[src/ddi_pkg.sv]
`default_nettype none
package ddi_pkg;

  // ****************************************************************
  // Clock and timing
  // ****************************************************************
  localparam real CLK_MHZ         = 20.0;
  localparam real REV_PERIOD_MS   = 166.67;
  localparam real IDX_BASE_MS     = 1.8;
  localparam real IDX_SEP_MS      = 0.4;
  localparam real SECTOR_MS       = 0.4;
  localparam real POR_MS          = 90.0;
  localparam real STEP_MIN_US     = 1.0;

  // Pulse widths are rounded down, hold, timeout and step figures up, with no lower limit of one cycle
  localparam int  IDX_BASE_CYC    = int'($floor(IDX_BASE_MS * 1000.0 * CLK_MHZ));
  localparam int  IDX_SEP_CYC     = int'($floor(IDX_SEP_MS * 1000.0 * CLK_MHZ));
  localparam int  SECTOR_CYC      = int'($floor(SECTOR_MS * 1000.0 * CLK_MHZ));
  localparam int  POR_CYC         = int'($ceil(POR_MS * 1000.0 * CLK_MHZ));
  localparam int  ROT_TIMEOUT_CYC = int'($ceil(2.0 * REV_PERIOD_MS * 1000.0 * CLK_MHZ));
  localparam int  STEP_MIN_CYC    = int'($ceil(STEP_MIN_US * CLK_MHZ));

  // ****************************************************************
  // Widths and limits
  // ****************************************************************
  localparam int       PW_W        = 16;
  localparam int       POR_W       = 21;
  localparam int       ROT_W       = 23;
  localparam int       TRK_W       = 7;
  localparam logic [TRK_W-1:0] TRACK_MAX = 7'h4c;
  localparam logic [TRK_W-1:0] TRACK_RST = 7'h00;
  localparam logic [1:0]       PHASE_I   = 2'h0;
  localparam logic [1:0]       HOLES_RDY = 2'h2;

  // ****************************************************************
  // Pin carrier, raw levels as seen on the connector
  // ****************************************************************
  typedef struct packed {
    logic [3:0] sel_n;
    logic [1:0] unit_addr;
    logic       sep_variant;
    logic       step_n;
    logic       dir_out;
    logic       wdata_n;
    logic       wgate_n;
    logic       side0;
    logic       idx_hole_n;
    logic       sec_hole_n;
    logic       disk_in_n;
    logic       prot_notch_n;
    logic       two_sided_n;
  } ddi_pins_t;

  localparam ddi_pins_t PINS_RST = '{sel_n: 4'hf, unit_addr: 2'h0,
                                     sep_variant: 1'b0, default: 1'b1};

  // Drive-side status, carried to the output flops
  typedef struct packed {
    logic index_n;
    logic ready_n;
    logic sector_n;
    logic track00_n;
    logic wr_lock_n;
  } ddi_status_t;

  localparam ddi_status_t STATUS_RST = '1;

endpackage
`default_nettype wire

[src/ddi_top.sv]
// What this block does, and what its host must do
// Index output low once per spindle revolution
// Index width 1.8 ms base, 0.4 ms separator
// Host trusts index edge only after selecting
// Ready needs rotation, two holes, own select
// After power reset, ready follows two holes
// Single-sided disk: ready only on surface 0
// Separator variant: 0.4 ms sector pulses
// Respond only to jumper-matched select line
// Select loads head, powers stepper, enables I/O
// Direction low steps inward, high outward
// One track per step rising edge
// Host holds step low at least 1 us
// Host sets direction 1 us before edge
// Write gate enables data; fall reverses current
// Gate low writes; high enables read, stepping
// Track zero output needs track 00, phase I
// Uncovered notch: lock output low, no writing
// Side input low surface 1, high surface 0
// Power reset 90 ms inhibits writing
// Host inputs synchronised, step edge on them
// Track counter clamped at zero drives status
`timescale 1ns/10ps
`default_nettype none
module ddi_top
  import ddi_pkg::*;
#(
  parameter int unsigned IDX_BASE_CYC_P = IDX_BASE_CYC,
  parameter int unsigned IDX_SEP_CYC_P  = IDX_SEP_CYC,
  parameter int unsigned SECTOR_CYC_P   = SECTOR_CYC,
  parameter int unsigned POR_CYC_P      = POR_CYC,
  parameter int unsigned ROT_TMO_CYC_P  = ROT_TIMEOUT_CYC
) (
  // Clock and reset
  input  wire logic             REF_CLK_I,
  input  wire logic             RST_N_I,
  // Host interface and mechanism sensors
  input  wire ddi_pins_t        PINS_I,
  // Host status outputs, low active
  output var  ddi_status_t      STATUS_O,
  // Mechanism controls
  output logic                  HEAD_LOAD_O,
  output logic                  STEPPER_PWR_O,
  output logic [1:0]            STEP_PHASE_O,
  output logic [TRK_W-1:0]      TRACK_O,
  output logic                  ACTIVITY_INDICATOR_O,
  output logic                  DOOR_LOCK_O,
  output logic                  READ_ENABLE_O,
  output logic                  WRITE_ENABLE_O,
  output logic                  WRITE_CURRENT_O
);

  // ****************************************************************
  // Input synchronisers
  // ****************************************************************
  ddi_pins_t        s1_r;
  ddi_pins_t        s2_r;
  ddi_pins_t        s3_r;
  ddi_pins_t        pin_r;
  ddi_pins_t        pin_d_r;

  always_ff @(posedge REF_CLK_I) begin
    if (!RST_N_I) begin
      s1_r    <= PINS_RST;
      s2_r    <= PINS_RST;
      s3_r    <= PINS_RST;
      pin_r   <= PINS_RST;
      pin_d_r <= PINS_RST;
    end else begin
      s1_r    <= PINS_I;
      s2_r    <= s1_r;
      s3_r    <= s2_r;
      // A bit rises when the second and third stage are both high, clears when they differ
      pin_r   <= (s2_r & s3_r) | (pin_r & ~(s2_r ^ s3_r));
      pin_d_r <= pin_r;
    end
  end

  function automatic logic fell(input logic now, input logic was);
    fell = was & ~now;
  endfunction

  logic             sel;
  logic             disk_in;
  logic             por_busy;
  logic             step_ok;
  logic             step_rise;
  logic             wr_en;

  // Only the line named by the address jumpers is heeded
  assign sel     = ~pin_r.sel_n[pin_r.unit_addr];
  assign disk_in = ~pin_r.disk_in_n;
  // Step edge taken from the filtered copy, low to high
  assign step_rise = pin_r.step_n & ~pin_d_r.step_n;
  assign step_ok   = sel & pin_r.wgate_n & ~por_busy;
  assign wr_en     = sel & ~pin_r.wgate_n & ~por_busy & disk_in
                     & pin_r.prot_notch_n;

  // ****************************************************************
  // Power-on hold
  // ****************************************************************
  logic [POR_W-1:0] por_cnt_r;

  always_ff @(posedge REF_CLK_I) begin
    if (!RST_N_I) begin
      por_cnt_r <= POR_W'(POR_CYC_P);
    end else if (por_cnt_r != '0) begin
      por_cnt_r <= por_cnt_r - 1'b1;
    end
  end

  assign por_busy = (por_cnt_r != '0);

  // ****************************************************************
  // Rotation and hole count
  // ****************************************************************
  logic [ROT_W-1:0] rot_cnt_r;
  logic [1:0]       holes_r;
  logic             hole_fall;
  logic             rotating;

  assign hole_fall = fell(pin_r.idx_hole_n, pin_d_r.idx_hole_n);
  assign rotating  = (rot_cnt_r < ROT_W'(ROT_TMO_CYC_P));

  always_ff @(posedge REF_CLK_I) begin
    if (!RST_N_I) begin
      rot_cnt_r <= ROT_W'(ROT_TMO_CYC_P);
    end else if (!disk_in) begin
      rot_cnt_r <= ROT_W'(ROT_TMO_CYC_P);
    end else if (hole_fall) begin
      rot_cnt_r <= '0;
    end else if (rotating) begin
      rot_cnt_r <= rot_cnt_r + 1'b1;
    end
  end

  always_ff @(posedge REF_CLK_I) begin
    if (!RST_N_I) begin
      holes_r <= 2'h0;
    end else if (por_busy || !disk_in || (!rotating && !hole_fall)) begin
      holes_r <= 2'h0;
    end else if (hole_fall && holes_r != HOLES_RDY) begin
      holes_r <= holes_r + 1'b1;
    end
  end

  // ****************************************************************
  // Index and sector pulse timers
  // ****************************************************************
  logic [PW_W-1:0]  idx_cnt_r;
  logic [PW_W-1:0]  sec_cnt_r;
  logic [PW_W-1:0]  idx_width;
  logic             sec_fall;

  assign idx_width = pin_r.sep_variant ? PW_W'(IDX_SEP_CYC_P)
                                       : PW_W'(IDX_BASE_CYC_P);
  assign sec_fall  = fell(pin_r.sec_hole_n, pin_d_r.sec_hole_n);

  always_ff @(posedge REF_CLK_I) begin
    if (!RST_N_I) begin
      idx_cnt_r <= '0;
    end else if (hole_fall && disk_in) begin
      idx_cnt_r <= idx_width;
    end else if (idx_cnt_r != '0) begin
      idx_cnt_r <= idx_cnt_r - 1'b1;
    end
  end

  always_ff @(posedge REF_CLK_I) begin
    if (!RST_N_I) begin
      sec_cnt_r <= '0;
    end else if (sec_fall && disk_in && pin_r.sep_variant) begin
      sec_cnt_r <= PW_W'(SECTOR_CYC_P);
    end else if (sec_cnt_r != '0) begin
      sec_cnt_r <= sec_cnt_r - 1'b1;
    end
  end

  // ****************************************************************
  // Head positioning
  // ****************************************************************
  logic [TRK_W-1:0] track_r;
  logic [1:0]       phase_r;
  logic             step_in;
  logic             step_out;

  assign step_in  = step_rise & step_ok & ~pin_r.dir_out & (track_r != TRACK_MAX);
  assign step_out = step_rise & step_ok & pin_r.dir_out & (track_r != TRACK_RST);

  always_ff @(posedge REF_CLK_I) begin
    if (!RST_N_I) begin
      track_r <= TRACK_RST;
    end else if (step_in) begin
      track_r <= track_r + 1'b1;
    end else if (step_out) begin
      track_r <= track_r - 1'b1;
    end
  end

  always_ff @(posedge REF_CLK_I) begin
    if (!RST_N_I) begin
      phase_r <= PHASE_I;
    end else if (step_in) begin
      phase_r <= phase_r + 1'b1;
    end else if (step_out) begin
      phase_r <= phase_r - 1'b1;
    end
  end

  // ****************************************************************
  // Write current
  // ****************************************************************
  logic             wcur_r;

  always_ff @(posedge REF_CLK_I) begin
    if (!RST_N_I) begin
      wcur_r <= 1'b0;
    end else if (wr_en && fell(pin_r.wdata_n, pin_d_r.wdata_n)) begin
      wcur_r <= ~wcur_r;
    end
  end

  // ****************************************************************
  // Output flops
  // ****************************************************************
  ddi_status_t      status_nxt;
  logic             surface_ok;

  // Side input high picks surface 0; a one-sided disk has no surface 1
  assign surface_ok = pin_r.side0 | ~pin_r.two_sided_n;

  always_comb begin
    status_nxt           = STATUS_RST;
    status_nxt.index_n   = ~(sel & (idx_cnt_r != '0));
    status_nxt.ready_n   = ~(sel & disk_in & rotating & (holes_r == HOLES_RDY)
                             & surface_ok);
    status_nxt.sector_n  = ~(sel & (sec_cnt_r != '0));
    status_nxt.track00_n = ~(sel & (track_r == TRACK_RST)
                             & (phase_r == PHASE_I));
    status_nxt.wr_lock_n = ~(sel & disk_in & ~pin_r.prot_notch_n);
  end

  always_ff @(posedge REF_CLK_I) begin
    if (!RST_N_I) begin
      STATUS_O             <= STATUS_RST;
      HEAD_LOAD_O          <= 1'b0;
      STEPPER_PWR_O        <= 1'b0;
      ACTIVITY_INDICATOR_O <= 1'b0;
      DOOR_LOCK_O          <= 1'b0;
      READ_ENABLE_O        <= 1'b0;
      WRITE_ENABLE_O       <= 1'b0;
    end else begin
      STATUS_O             <= status_nxt;
      HEAD_LOAD_O          <= sel;
      STEPPER_PWR_O        <= sel;
      ACTIVITY_INDICATOR_O <= sel;
      DOOR_LOCK_O          <= sel;
      READ_ENABLE_O        <= sel & pin_r.wgate_n;
      WRITE_ENABLE_O       <= wr_en;
    end
  end

  assign STEP_PHASE_O    = phase_r;
  assign TRACK_O         = track_r;
  assign WRITE_CURRENT_O = wcur_r;
endmodule
`default_nettype wire

[config.mk]
export PLATFORM = sky130hd
export DESIGN_NAME = ddi_top
export DESIGN_NICKNAME = d
export VERILOG_FILES = /design/src/ddi_pkg.sv /design/src/ddi_top.sv
export SDC_FILE = /design/constraint.sdc
export NUM_CORES = 1
export LEC_CHECK = 0
export ABC_AREA = 1
export BUFFER_PORTS_ARGS = -buffer_cell sky130_fd_sc_hd__clkbuf_2
export CORE_ASPECT_RATIO = 1.2
export CORE_UTILIZATION = 63
export CTS_BUF_LIST = sky130_fd_sc_hd__clkbuf_8
export CTS_CLUSTER_DIAMETER = 30
export DETAILED_ROUTE_END_ITERATION = 12
export GPL_TIMING_DRIVEN = 0
export PLACE_DENSITY = 0.82
export SYNTH_ARGS = -nofsm -noshare
export SYNTH_HDL_FRONTEND = slang
export SYNTH_SLANG_ARGS = --single-unit
[constraint.sdc]
create_clock -name REF_CLK_I -period 2.54 [get_ports REF_CLK_I]
set_input_delay 0.127 -clock REF_CLK_I [delete_from_list [all_inputs] [get_ports REF_CLK_I]]
set_output_delay 0.127 -clock REF_CLK_I [all_outputs]
set_load 0.03 [all_outputs]
==> qor.csv, run 1 <==
stage,metric,value,unit
final_layout,post-synthesis to final-layout area growth,14.4,%
worst_hold_path,Min-Delay Endpoint,STEP_PHASE_O[0]$_SDFFE_PN0P_,
outcome,result of the run,completed,
floorplanning,area enclosed by the die boundary,12800,um^2
power,power per cell area,785,nW/um^2
cts,clock buffer count from CTS,17,
route,TritonRoute pass-1 iters,7,
final_layout,final core area utilization,74.0,%
cts,Worst-path clk slew,90,ps
cts,TritonCTS clock tree,built,
placed_design,placed cell count,1235,
cts,root buffer selected by CTS,clkbuf_8,
critical_path,worst reg-to-reg setup slack,150,ps
route,drt drc,0,
job,number of max-cap violations,0,
worst_hold_path,Min-Delay Path Depth,3,
route,Via-to-Cell Ratio,5.27,
final_layout,nets,1165,
global_routing,total grt overflow,0,
final_layout,fraction of final layout cells with drive strength greater than 1,15.2,%
route,average detailed-routed wire length per instance,13.5,um
route,Via Count,6798,
power,Internal Dissipation,4.54,mW
timing,Tcrit/Tclk final,94.2,%
cts,level count of the clock H-tree,4,
global_routing,number of global-route vias before repair,6097,
yosys,gate count after technology mapping,1036,
floorplanning,overall die width,104,um
placed_design,count of input and output buffers,38,
timing,Slew Limit Fails,0,
yosys,cell type with the largest total area after synthesis,dfxtp_1,
final_layout,filler cell count in the final layout,955,
critical_path,required time worst endpoint,2920,ps
timing,relative slew slack,47.6,%
critical_path,kind of start point of the critical path,register,
placed_design,detailed-placement wirelength estimate,12000,um
yosys,number of enable-type register cells in the synthesized netlist,0,
critical_path,depth of the worst register-to-register path,16,
critical_path,Setup CP Type,reg -> reg,
timing,setup clock skew after layout,14.4,ps
floorplanning,Die Y-Extent,124,um
yosys,Commonest cells post-synth,"205 x nand2_1, 168 x dfxtp_1, 151 x nor2_1",
critical_path,Reg2Reg Launch Point,por_cnt_r[13]$_SDFFE_PN1P_,
timing,Worst Tran Pin Value,779,ps
yosys,"Primary FF master, synth",dfxtp_1,
critical_path,FF-to-FF End,TRACK_O[6]$_SDFFE_PN0P_,
yosys,area fraction of the dominant cell type after synthesis,43.1,%
yosys,largest cells by area after synthesis,"dfxtp_1 43%, nand2_1 9.9%, nor2_1 7.3%",
timing,post-layout min period,2390,ps
floorplanning,# IOs,40,
critical_path,cell at the slowest stage of the critical path,dfxtp_1,
yosys,Synth cell types,43,
power,Static Leakage,4.13,nW
global_routing,global-route wire length before repair,27800,um
cts,clock latency on the worst-skew pair,480,ps
worst_hold_path,Hold Path Origin,RST_N_I,
yosys,most common cell in the synthesized netlist,nand2_1,
route,Starting DRT DRC Count,330,
yosys,Syn Area/Cell,7.53,um^2
placed_design,weighted congestion reported at the end of routability-driven placement,0.961,
global_routing,total global routing track utilization,27.3,%
cts,buffer depth of the longest clock path,2,
yosys,sequential fraction of the synthesis area,43.1,%
critical_path,combined buffer and inverter count along the critical path,1,
timing,count of final setup violators,0,
critical_path,capturing element type of the critical path,register,
floorplanning,Site Rows,44,
power,Logic pwr share,26.1,%
critical_path,library cell appearing most often on the critical path,nand2_1,
yosys,Syn Nets,1085,
power,maximum ir drop on the vdd rail,0.653,mV
global_routing,pin count of the biggest net entering global routing,18,
timing,number of failing hold endpoints at the final stage,0,
floorplanning,placeable core area,12100,um^2
final_layout,ANT cells,0,
power,Total Power,7.00,mW
global_routing,initial antenna violation count,0,
critical_path,ordered cell list for the critical path,"nor2_2, nand2_1, nor2_4, nand2_2, nor2_8, nand3_4, ha_4, nand2_1, inv_1, nand4_1, nand3_1, nor2_1, nor2_2, nand3_1, nand2_1, nor2_1",
critical_path,largest stage delay on the critical path,350,ps
cts,clock sink total,168,
floorplanning,Starting Density,64.7,%
yosys,flop and latch count out of synthesis,168,
route,post-detailed-routing wire length,17400,um
critical_path,arrival time of the worst setup path,2770,ps
critical_path,Max Fanout on Critical Path,8,
final_layout,final instance count without filler cells,1290,
power,Flop pwr share,45.3,%
worst_hold_path,type of the worst min-delay path,in -> reg,
timing,final total negative setup slack,0,ps
yosys,share of flip-flops with an asynchronous set or reset after synthesis,0,%
power,sw frac,35.2,%
power,Clock power frac,28.7,%
critical_path,Crit path max-delay family,simple AND/OR/NAND/NOR gates,
power,Switch Pwr,2.46,mW
timing,timing-limited maximum frequency,418,MHz
yosys,synthesized cell area,7800,um^2
yosys,Yosys warning total,0,
critical_path,timing startpoint of the critical path,por_cnt_r[13]$_SDFFE_PN1P_,
route,number of nets with antenna violations after routing,0,
[metal layers]
metal	vias to the layer above	GRT usage [%]	share of wire (%)	wire length, um
met5	-	0	0	0
met3	30	5.13	3.4	586
li1	3512	-	-	-
met1	3132	30.8	43	7480
met4	0	12.7	2.2	378
met2	124	50.1	51	8910
[cell type report]
cell class	count	area, um^2	area share (%)
multi-input cells	730	3970	44.5
well taps	161	201	2.26
clock buffers	17	234	2.62
inverters	109	409	4.59
repair buffers	61	405	4.54
plain buffers	29	155	1.74
clock inverters	15	183	2.05
flip-flops and latches	168	3370	37.7
[cell usage in the layout (no fill, tap or decap), types with 5 or more instances in the layout]
cell type and instances:
nand2_1 205, dfxtp_1 166, nor2_1 146, inv_1 108, nand3_1 66, or2_2 45
o21ai_0 44, a21oi_1 41, clkbuf_2 38, nand4_1 29, xor2_1 27, ha_1 25
clkbuf_8 17, dlygate4sd3_1 17, nor3_1 16, clkbuf_1 15, nor2_2 11, xnor2_1 10
nor4_1 10, buf_4 9, a211oi_1 8, buf_2 7, nor2_4 5, a31oi_1 5
inv_6 5
[worst register-to-register path, delay by kind of cell (launching register included)]
| kind | cells | cell delay [ps] |
|---|---|---|
| buffers and inverters | 1 | 70 |
| adders and majority gates | 1 | 350 |
| and+or+nand+nor | 14 | 1540 |
| DFF | 1 | 350 |
[metrics by stage]
stage                     cell area, um^2  setup slack (ps)  hold WS (ps)
final                                8920               147          21.6
after floorplan                      7800               196           225
after global routing                 8920             -45.4          19.6
after global placement               8190              -173           308
after CTS                            8810             0.629          4.64
after detailed placement             8190              -225           315
[cell families after synthesis]
family / synth area share, %
adder cells (fa/ha/maj): 4.91
AO/OA/AOI/OAI: 8.01
buffers and inverters: 7.24
flip-flops: 43.1
XOR/XNOR: 4.16
AND/OR/NAND/NOR: 32.6
[flip-flops by register name (all words and copies together) (netlist names)]
register,flops
DOOR_LOCK_O,1
READ_ENABLE_O,1
STATUS_O,5
STEP_PHASE_O,2
TRACK_O,7
WRITE_CURRENT_O,1
WRITE_ENABLE_O,1
holes_r,2
idx_cnt_r,16
pin_d_r,4
pin_r,17
por_cnt_r,21
rot_cnt_r,23
s1_r,17
s2_r,17
s3_r,17
sec_cnt_r,16
[repair_timing]
action                     CTS  global route
hold buffers                17             0
pin swaps                    0             6
setup endpoints to repair    4             4
hold endpoints to repair    17             0
buffers inserted             0             6
gates resized for setup      5            15
[power by group through the flow]
stage	Clock, mW	Sequential, mW	Combinational, mW
floorplan	0	3.17	1.45
global placement	0	3.22	1.72
CTS	2.03	3.16	1.81
detailed placement	0	3.22	1.77
finish	2.01	3.17	1.82
global route	2.14	3.22	2.09
[how the worst max path moves through the flow]
stage | to | cells after the start | slack [ps]
6_report | TRACK_O[6]$_SDFFE_PN0P_ | 16 | 150
5_1_grt | TRACK_O[6]$_SDFFE_PN0P_ | 16 | -50
4_1_cts | TRACK_O[6]$_SDFFE_PN0P_ | 15 | 0.6
3_5_place_dp | TRACK_O[6]$_SDFFE_PN0P_ | 16 | -230
3_3_place_gp | TRACK_O[5]$_SDFFE_PN0P_ | 13 | -170
2_1_floorplan | TRACK_O[5]$_SDFFE_PN0P_ | 13 | 200
Note: power is estimated with default switching activity, not from simulation.
==> run 2: changes to the inputs <==
- ABC_AREA: 1 -> unset
==> qor.csv, run 2 <==
stage,metric,value,unit,change
critical_path,Setup CP Type,reg -> reg,,unchanged
power,Total Power,6.52,mW,was 7.00 mW
yosys,synthesized cell area,7400,um^2,was 7800 um^2
yosys,area fraction of the dominant cell type after synthesis,45.5,%,was 43.1%
timing,Tcrit/Tclk final,127,%,was 94.2%
yosys,number of enable-type register cells in the synthesized netlist,0,,unchanged
cts,root buffer selected by CTS,clkbuf_8,,unchanged
yosys,gate count after technology mapping,804,,was 1036
worst_hold_path,type of the worst min-delay path,in -> reg,,unchanged
timing,timing-limited maximum frequency,311,MHz,was 418 MHz
route,drt drc,0,,unchanged
critical_path,required time worst endpoint,2870,ps,was 2920 ps
global_routing,total global routing track utilization,27.9,%,was 27.3%
timing,number of failing hold endpoints at the final stage,0,,unchanged
final_layout,ANT cells,0,,unchanged
floorplanning,area enclosed by the die boundary,12200,um^2,was 12800 um^2
yosys,most common cell in the synthesized netlist,dfxtp_1,,was nand2_1
cts,buffer depth of the longest clock path,2,,unchanged
global_routing,initial antenna violation count,0,,unchanged
final_layout,fraction of final layout cells with drive strength greater than 1,13.5,%,was 15.2%
global_routing,global-route wire length before repair,26800,um,was 27800 um
cts,Worst-path clk slew,80,ps,was 90 ps
yosys,share of flip-flops with an asynchronous set or reset after synthesis,0,%,unchanged
cts,level count of the clock H-tree,4,,unchanged
final_layout,Biggest register,rot_cnt_r,,unchanged
job,number of max-cap violations,0,,unchanged
placed_design,detailed-placement wirelength estimate,11300,um,was 12000 um
floorplanning,Die Y-Extent,121,um,was 124 um
power,power per cell area,759,nW/um^2,was 785 nW/um^2
route,Via-to-Cell Ratio,5.80,,was 5.27
placed_design,weighted congestion reported at the end of routability-driven placement,0.842,,was 0.961
critical_path,Max Fanout on Critical Path,6,,was 8
route,number of nets with antenna violations after routing,0,,unchanged
yosys,Commonest cells post-synth,"168 x dfxtp_1, 70 x nor2_1, 56 x nand2b_1",,"was 205 x nand2_1, 168 x dfxtp_1, 151 x nor2_1"
timing,unrepaired setup endpoints after global routing,yes,,
route,average detailed-routed wire length per instance,15.5,um,was 13.5 um
timing,Slew Limit Fails,0,,unchanged
timing,post-layout min period,3220,ps,was 2390 ps
yosys,Yosys warning total,0,,unchanged
yosys,"Primary FF master, synth",dfxtp_1,,unchanged
final_layout,registers with the highest flip-flop counts,"rot_cnt_r x23, por_cnt_r x21",,unchanged
cts,TritonCTS clock tree,built,,unchanged
cts,clock sink total,168,,unchanged
timing,post-layout worst setup margin,-678,ps,was 147 ps
timing,relative slew slack,45.9,%,was 47.6%
cts,clock latency on the worst-skew pair,460,ps,was 480 ps
outcome,violations in the final reports,negative setup slack,,
critical_path,cell at the slowest stage of the critical path,or4_4,,was dfxtp_1
route,Starting DRT DRC Count,291,,was 330
global_routing,pin count of the biggest net entering global routing,17,,was 18
critical_path,arrival time of the worst setup path,3550,ps,was 2770 ps
yosys,Syn Area/Cell,9.20,um^2,was 7.53 um^2
placed_design,count of input and output buffers,38,,unchanged
placed_design,minimum setup slack after placement,-857,ps,was -225 ps
final_layout,most frequent standard cell in the layout excluding fill and tap cells,dfxtp_1,,was nand2_1
floorplanning,# IOs,40,,unchanged
yosys,Syn Nets,853,,was 1085
final_layout,nets,938,,was 1165
floorplanning,Starting Density,64.3,%,was 64.7%
route,Via Count,6132,,was 6798
final_layout,filler cell count in the final layout,821,,was 955
timing,count of final setup violators,5,,was 0
critical_path,largest stage delay on the critical path,540,ps,was 350 ps
final_layout,flip-flop count of the largest register after layout,23,,unchanged
global_routing,total grt overflow,0,,unchanged
yosys,largest cells by area after synthesis,"dfxtp_1 45%, ha_1 4.9%, nand2b_1 4.7%",,"was dfxtp_1 43%, nand2_1 9.9%, nor2_1 7.3%"
cts,clock buffer count from CTS,17,,unchanged
critical_path,kind of start point of the critical path,register,,unchanged
critical_path,Crit path max-delay family,simple AND/OR/NAND/NOR gates,,unchanged
floorplanning,Site Rows,43,,was 44
timing,Worst Tran Pin Value,805,ps,was 779 ps
floorplanning,placeable core area,11500,um^2,was 12100 um^2
global_routing,number of global-route vias before repair,5921,,was 6097
final_layout,post-synthesis to final-layout area growth,16.2,%,was 14.4%
critical_path,capturing element type of the critical path,register,,unchanged
critical_path,combined buffer and inverter count along the critical path,0,,was 1
power,maximum ir drop on the vdd rail,0.620,mV,was 0.653 mV
yosys,Synth cell types,62,,was 43
route,TritonRoute pass-1 iters,5,,was 7
route,post-detailed-routing wire length,16300,um,was 17400 um
floorplanning,overall die width,101,um,was 104 um
critical_path,ordered cell list for the critical path,"or4_4, or3_4, nor2_4, nand3_4, fa_2, a211oi_2, o21bai_1, a21oi_2, mux2i_1, or4b_1",,"was nor2_2, nand2_1, nor2_4, nand2_2, nor2_8, nand3_4, ha_4, nand2_1, inv_1, nand4_1, nand3_1, nor2_1, nor2_2, nand3_1, nand2_1, nor2_1"
timing,setup clock skew after layout,13.6,ps,was 14.4 ps
power,Static Leakage,3.34,nW,was 4.13 nW
yosys,sequential fraction of the synthesis area,45.5,%,was 43.1%
outcome,result of the run,"finished, violations left",,was completed
final_layout,"commonest cells after routing, fill and taps aside","165 x dfxtp_1, 69 x nor2_1, 56 x nand2b_1",,"was 205 x nand2_1, 166 x dfxtp_1, 146 x nor2_1"
yosys,cell type with the largest total area after synthesis,dfxtp_1,,unchanged
yosys,flop and latch count out of synthesis,168,,unchanged
==> run 2: final timing paths <==
check                            startpoint                 endpoint  slack (ps)  depth (start not counted)
hold / removal                      RST_N_I  TRACK_O[6]$_SDFFE_PN0P_         320                          3
setup reg to reg  por_cnt_r[5]$_SDFFE_PN0P_  TRACK_O[6]$_SDFFE_PN0P_        -680                         10
setup / recovery  por_cnt_r[5]$_SDFFE_PN0P_  TRACK_O[6]$_SDFFE_PN0P_        -680                         10
hold reg to reg         s1_r[16]$_SDFF_PN1_      s2_r[16]$_SDFF_PN1_         410                          1
==> run 2: what timing repair did <==
item,4_1_cts,5_1_grt
hold endpoints to repair,17,0
endpoints found under the setup margin,15,17
pin swaps,6,13
hold buffers,17,0
setup buffers,8,5
resized for setup,11,13
==> run 2: metal layers <==
| layer | wire [um] | share of wire, % | up-vias | track usage [%] |
|---|---|---|---|---|
| li1 | - | - | 3024 | - |
| met1 | 6810 | 42 | 2910 | 32.4 |
| met2 | 8460 | 52 | 171 | 49.4 |
| met3 | 760 | 4.6 | 27 | 6.30 |
| met4 | 320 | 2.0 | 0 | 10.4 |
| met5 | 0 | 0 | - | 0 |
==> run 2: stage by stage <==
stage / cells / cell area [um^2] / utilization [%] / setup TNS [ps] / hold WS, ps
2_1_floorplan: 804 / 7460 / - / -1550 / 228
3_3_place_gp: 999 / 7840 / 68.1 / -2190 / 307
3_5_place_dp: 999 / 7840 / 68.1 / -3250 / 311
4_1_cts: 1055 / 8530 / 74.0 / -2460 / 291
5_1_grt: 1058 / 8600 / 74.7 / -2500 / 323
6_report: 1058 / 8600 / 74.7 / -1860 / 325
==> run 2: tightest hold or removal path: cells and delay by family <==
kind	cells	cell delay [ps]
buffers and inverters	1	360
and+or+nand+nor	2	260
==> run 2: kinds of logic (layout without fill, tap and decap cells) <==
kind of cell | Yosys count | after routing | share of synthesized area (%)
simple gates | 340 | 340 | 25.7
buf+inv | 76 | 173 | 4.33
fa+ha+maj | 30 | 30 | 5.18
xor+xnor | 44 | 44 | 5.21
mux | 9 | 9 | 1.44
flops | 168 | 168 | 45.5
compound gates | 137 | 137 | 12.7
==> run 2: power by group <==
group	total [mW]	internal, mW	switching [mW]
combinational	1.51	0.668	0.843
sequential	3.09	2.86	0.233
clock	1.92	0.984	0.937
==> run 2: cell type report <==
cell class	instances	area (um^2)	area share, %
clock buffer	18	248	2.88
buffer	40	181	2.11
multi-input combinational	560	3850	44.8
inverter	34	128	1.48
sequential	168	3370	39.2
timing repair buffer	68	465	5.41
tap	157	196	2.28
clock inverter	13	156	1.82
==> run 3: changes to the inputs <==
- CELL_PAD_IN_SITES_DETAIL_PLACEMENT: unset -> 1
- CELL_PAD_IN_SITES_GLOBAL_PLACEMENT: unset -> 2
- CORE_UTILIZATION: 63 -> 40
- PLACE_DENSITY: 0.82 -> unset
- PLACE_DENSITY_LB_ADDON: unset -> 0.1
==> qor.csv, run 3 (synthesis results as in run 2) <==
stage,metric,value,unit,change
power,Clock power frac,29.3,%,was 29.4%
power,Total Power,6.55,mW,was 6.52 mW
global_routing,total grt overflow,0,,unchanged
route,number of nets with antenna violations after routing,0,,unchanged
cts,TritonCTS clock tree,built,,unchanged
critical_path,Max Fanout on Critical Path,6,,unchanged
timing,post-layout worst setup margin,-689,ps,was -678 ps
worst_hold_path,type of the worst min-delay path,in -> reg,,unchanged
power,Static Leakage,3.36,nW,was 3.34 nW
global_routing,number of global-route vias before repair,6394,,was 5921
floorplanning,# IOs,40,,unchanged
route,drt drc,0,,unchanged
final_layout,multi-input gate area in the final layout,3820,um^2,was 3850 um^2
final_layout,"commonest cells after routing, fill and taps aside","163 x dfxtp_1, 69 x nor2_1, 56 x nand2b_1",,"was 165 x dfxtp_1, 69 x nor2_1, 56 x nand2b_1"
route,average detailed-routed wire length per instance,16.9,um,was 15.5 um
power,Switch Pwr,2.25,mW,was 2.01 mW
final_layout,most frequent standard cell in the layout excluding fill and tap cells,dfxtp_1,,unchanged
outcome,violations in the final reports,negative setup slack,,unchanged
critical_path,Setup CP Type,reg -> reg,,unchanged
cts,clock latency on the worst-skew pair,460,ps,about the same
global_routing,pin count of the biggest net entering global routing,19,,was 17
global_routing,global-route wire length before repair,31400,um,was 26800 um
timing,setup clock skew after layout,16.4,ps,was 13.6 ps
outcome,result of the run,"finished, violations left",,unchanged
power,Internal Dissipation,4.30,mW,was 4.51 mW
timing,Worst Tran Pin Value,847,ps,was 805 ps
route,post-detailed-routing wire length,19100,um,was 16300 um
power,Logic pwr share,23.5,%,was 23.2%
final_layout,Storage cell area,3370,um^2,about the same
final_layout,filler cell count in the final layout,2097,,was 821
final_layout,summed area of non-filler cells in the final layout,8680,um^2,was 8600 um^2
timing,Slew Limit Fails,0,,unchanged
timing,Tcrit/Tclk final,127,%,about the same
placed_design,placed cell count,1066,,was 999
critical_path,kind of start point of the critical path,register,,unchanged
cts,level count of the clock H-tree,4,,unchanged
floorplanning,Starting Density,40.7,%,was 64.3%
critical_path,capturing element type of the critical path,register,,unchanged
placed_design,detailed-placement wirelength estimate,13600,um,was 11300 um
route,Starting DRT DRC Count,223,,was 291
timing,timing-limited maximum frequency,310,MHz,was 311 MHz
power,maximum ir drop on the vdd rail,0.519,mV,was 0.620 mV
critical_path,arrival time of the worst setup path,3560,ps,was 3550 ps
route,Via Count,6199,,was 6132
critical_path,required time worst endpoint,2870,ps,about the same
timing,final total negative setup slack,-1770,ps,was -1860 ps
final_layout,nets,941,,was 938
timing,relative slew slack,43.1,%,was 45.9%
final_layout,flip-flop count of the largest register after layout,23,,unchanged
final_layout,final instance count without filler cells,1129,,was 1058
timing,post-layout min period,3230,ps,was 3220 ps
final_layout,post-synthesis to final-layout area growth,17.4,%,was 16.2%
timing,count of final setup violators,5,,unchanged
critical_path,cell at the slowest stage of the critical path,or4_4,,unchanged
critical_path,ordered cell list for the critical path,"or4_4, or3_4, nor2_4, nand3_4, buf_6, ha_4, a211oi_2, o21bai_1, a21oi_2, mux2i_1, or4b_1",,"was or4_4, or3_4, nor2_4, nand3_4, fa_2, a211oi_2, o21bai_1, a21oi_2, mux2i_1, or4b_1"
route,Via-to-Cell Ratio,5.49,,was 5.80
cts,clock sink total,168,,unchanged
placed_design,area of placed instances,7930,um^2,was 7840 um^2
power,sw frac,34.3,%,was 30.9%
floorplanning,Site Rows,54,,was 43
timing,number of failing hold endpoints at the final stage,0,,unchanged
timing,unrepaired setup endpoints after global routing,yes,,unchanged
floorplanning,overall die width,126,um,was 101 um
final_layout,Biggest register,rot_cnt_r,,unchanged
cts,buffer depth of the longest clock path,2,,unchanged
power,power per cell area,754,nW/um^2,was 759 nW/um^2
placed_design,count of input and output buffers,38,,unchanged
final_layout,registers with the highest flip-flop counts,"rot_cnt_r x23, por_cnt_r x21",,unchanged
critical_path,largest stage delay on the critical path,540,ps,about the same
power,Flop pwr share,47.2,%,was 47.4%
floorplanning,Die Y-Extent,151,um,was 121 um
placed_design,weighted congestion reported at the end of routability-driven placement,0.800,,was 0.842
final_layout,fraction of final layout cells with drive strength greater than 1,14.0,%,was 13.5%
cts,clock buffer count from CTS,17,,unchanged
final_layout,ANT cells,0,,unchanged
route,TritonRoute pass-1 iters,4,,was 5
cts,root buffer selected by CTS,clkbuf_8,,unchanged
global_routing,total global routing track utilization,21.0,%,was 27.9%
cts,Worst-path clk slew,100,ps,was 80 ps
job,number of max-cap violations,0,,unchanged
floorplanning,area enclosed by the die boundary,19000,um^2,was 12200 um^2
global_routing,initial antenna violation count,0,,unchanged
floorplanning,placeable core area,18200,um^2,was 11500 um^2
run 3: cell types whose count changed in the layout (fill, tap and decap cells not counted), sizes merged:
cell / delta
buf: +4
bufinv: -3
clkbuf: -1
clkinvlp: -4
inv: +8
run 3: path summary, 6_finish.rpt:
| check | slack (ps) | startpoint | depth (start not counted) | end |
|---|---|---|---|---|
| setup / recovery | -690 | por_cnt_r[3]$_SDFFE_PN0P_ | 11 | TRACK_O[6]$_SDFFE_PN0P_ |
| hold / removal | 380 | PINS_I[13] | 3 | s1_r[13]$_SDFF_PN1_ |
| setup reg to reg | -690 | por_cnt_r[3]$_SDFFE_PN0P_ | 11 | TRACK_O[6]$_SDFFE_PN0P_ |
| hold reg to reg | 420 | s1_r[14]$_SDFF_PN1_ | 1 | s2_r[14]$_SDFF_PN1_ |
run 3: stage by stage:
stage	hold slack, ps	setup WS [ps]	utilization [%]
finish	379	-689	47.8
global route	351	-807	47.8
CTS	351	-815	47.2
detailed placement	313	-1160	43.6
global placement	310	-1130	43.6
floorplan	228	-658	-
run 3: power groups by stage:
stage               Sequential [mW]  Clock [mW]  Combinational, mW
floorplan                      3.09           0               1.18
global placement               3.13           0               1.43
detailed placement             3.14           0               1.48
CTS                            3.08        1.99               1.55
global route                   3.12        2.10               1.74
finish                         3.09        1.92               1.54
run 3: critical path: cells and delay by family, from the launching register on:
| kind | cells | cell delay (ps) |
|---|---|---|
| multiplexers | 1 | 100 |
| flip-flops | 1 | 330 |
| buffers and inverters | 1 | 180 |
| adder cells (fa/ha/maj) | 1 | 260 |
| AND/OR/NAND/NOR | 5 | 1730 |
| AO/OA/AOI/OAI | 3 | 510 |
run 3: routing by layer:
layer | vias to the layer above | routed length [um] | global-route usage (%)
met4 | 0 | 229 | 6.99
met1 | 3089 | 8580 | 24.5
met5 | - | 0 | 0
li1 | 3037 | - | -
met2 | 53 | 9960 | 38.6
met3 | 20 | 325 | 3.67
run 3: repair_timing:
item	4_1_cts	5_1_grt
endpoints found under the setup margin	19	26
pin swaps	6	16
resized for setup	6	18
buffers inserted	7	10
hold endpoints to repair	17	0
hold buffers	17	0
run 3: cell type report:
type | count | share of cell area (%)
Multi-Input combinational cell | 560 | 44.0
Sequential cell | 168 | 38.8
Timing Repair Buffer | 72 | 5.75
Tap cell | 224 | 3.23
Clock buffer | 18 | 2.85
Buffer | 39 | 2.05
Clock inverter | 14 | 1.82
Inverter | 34 | 1.47
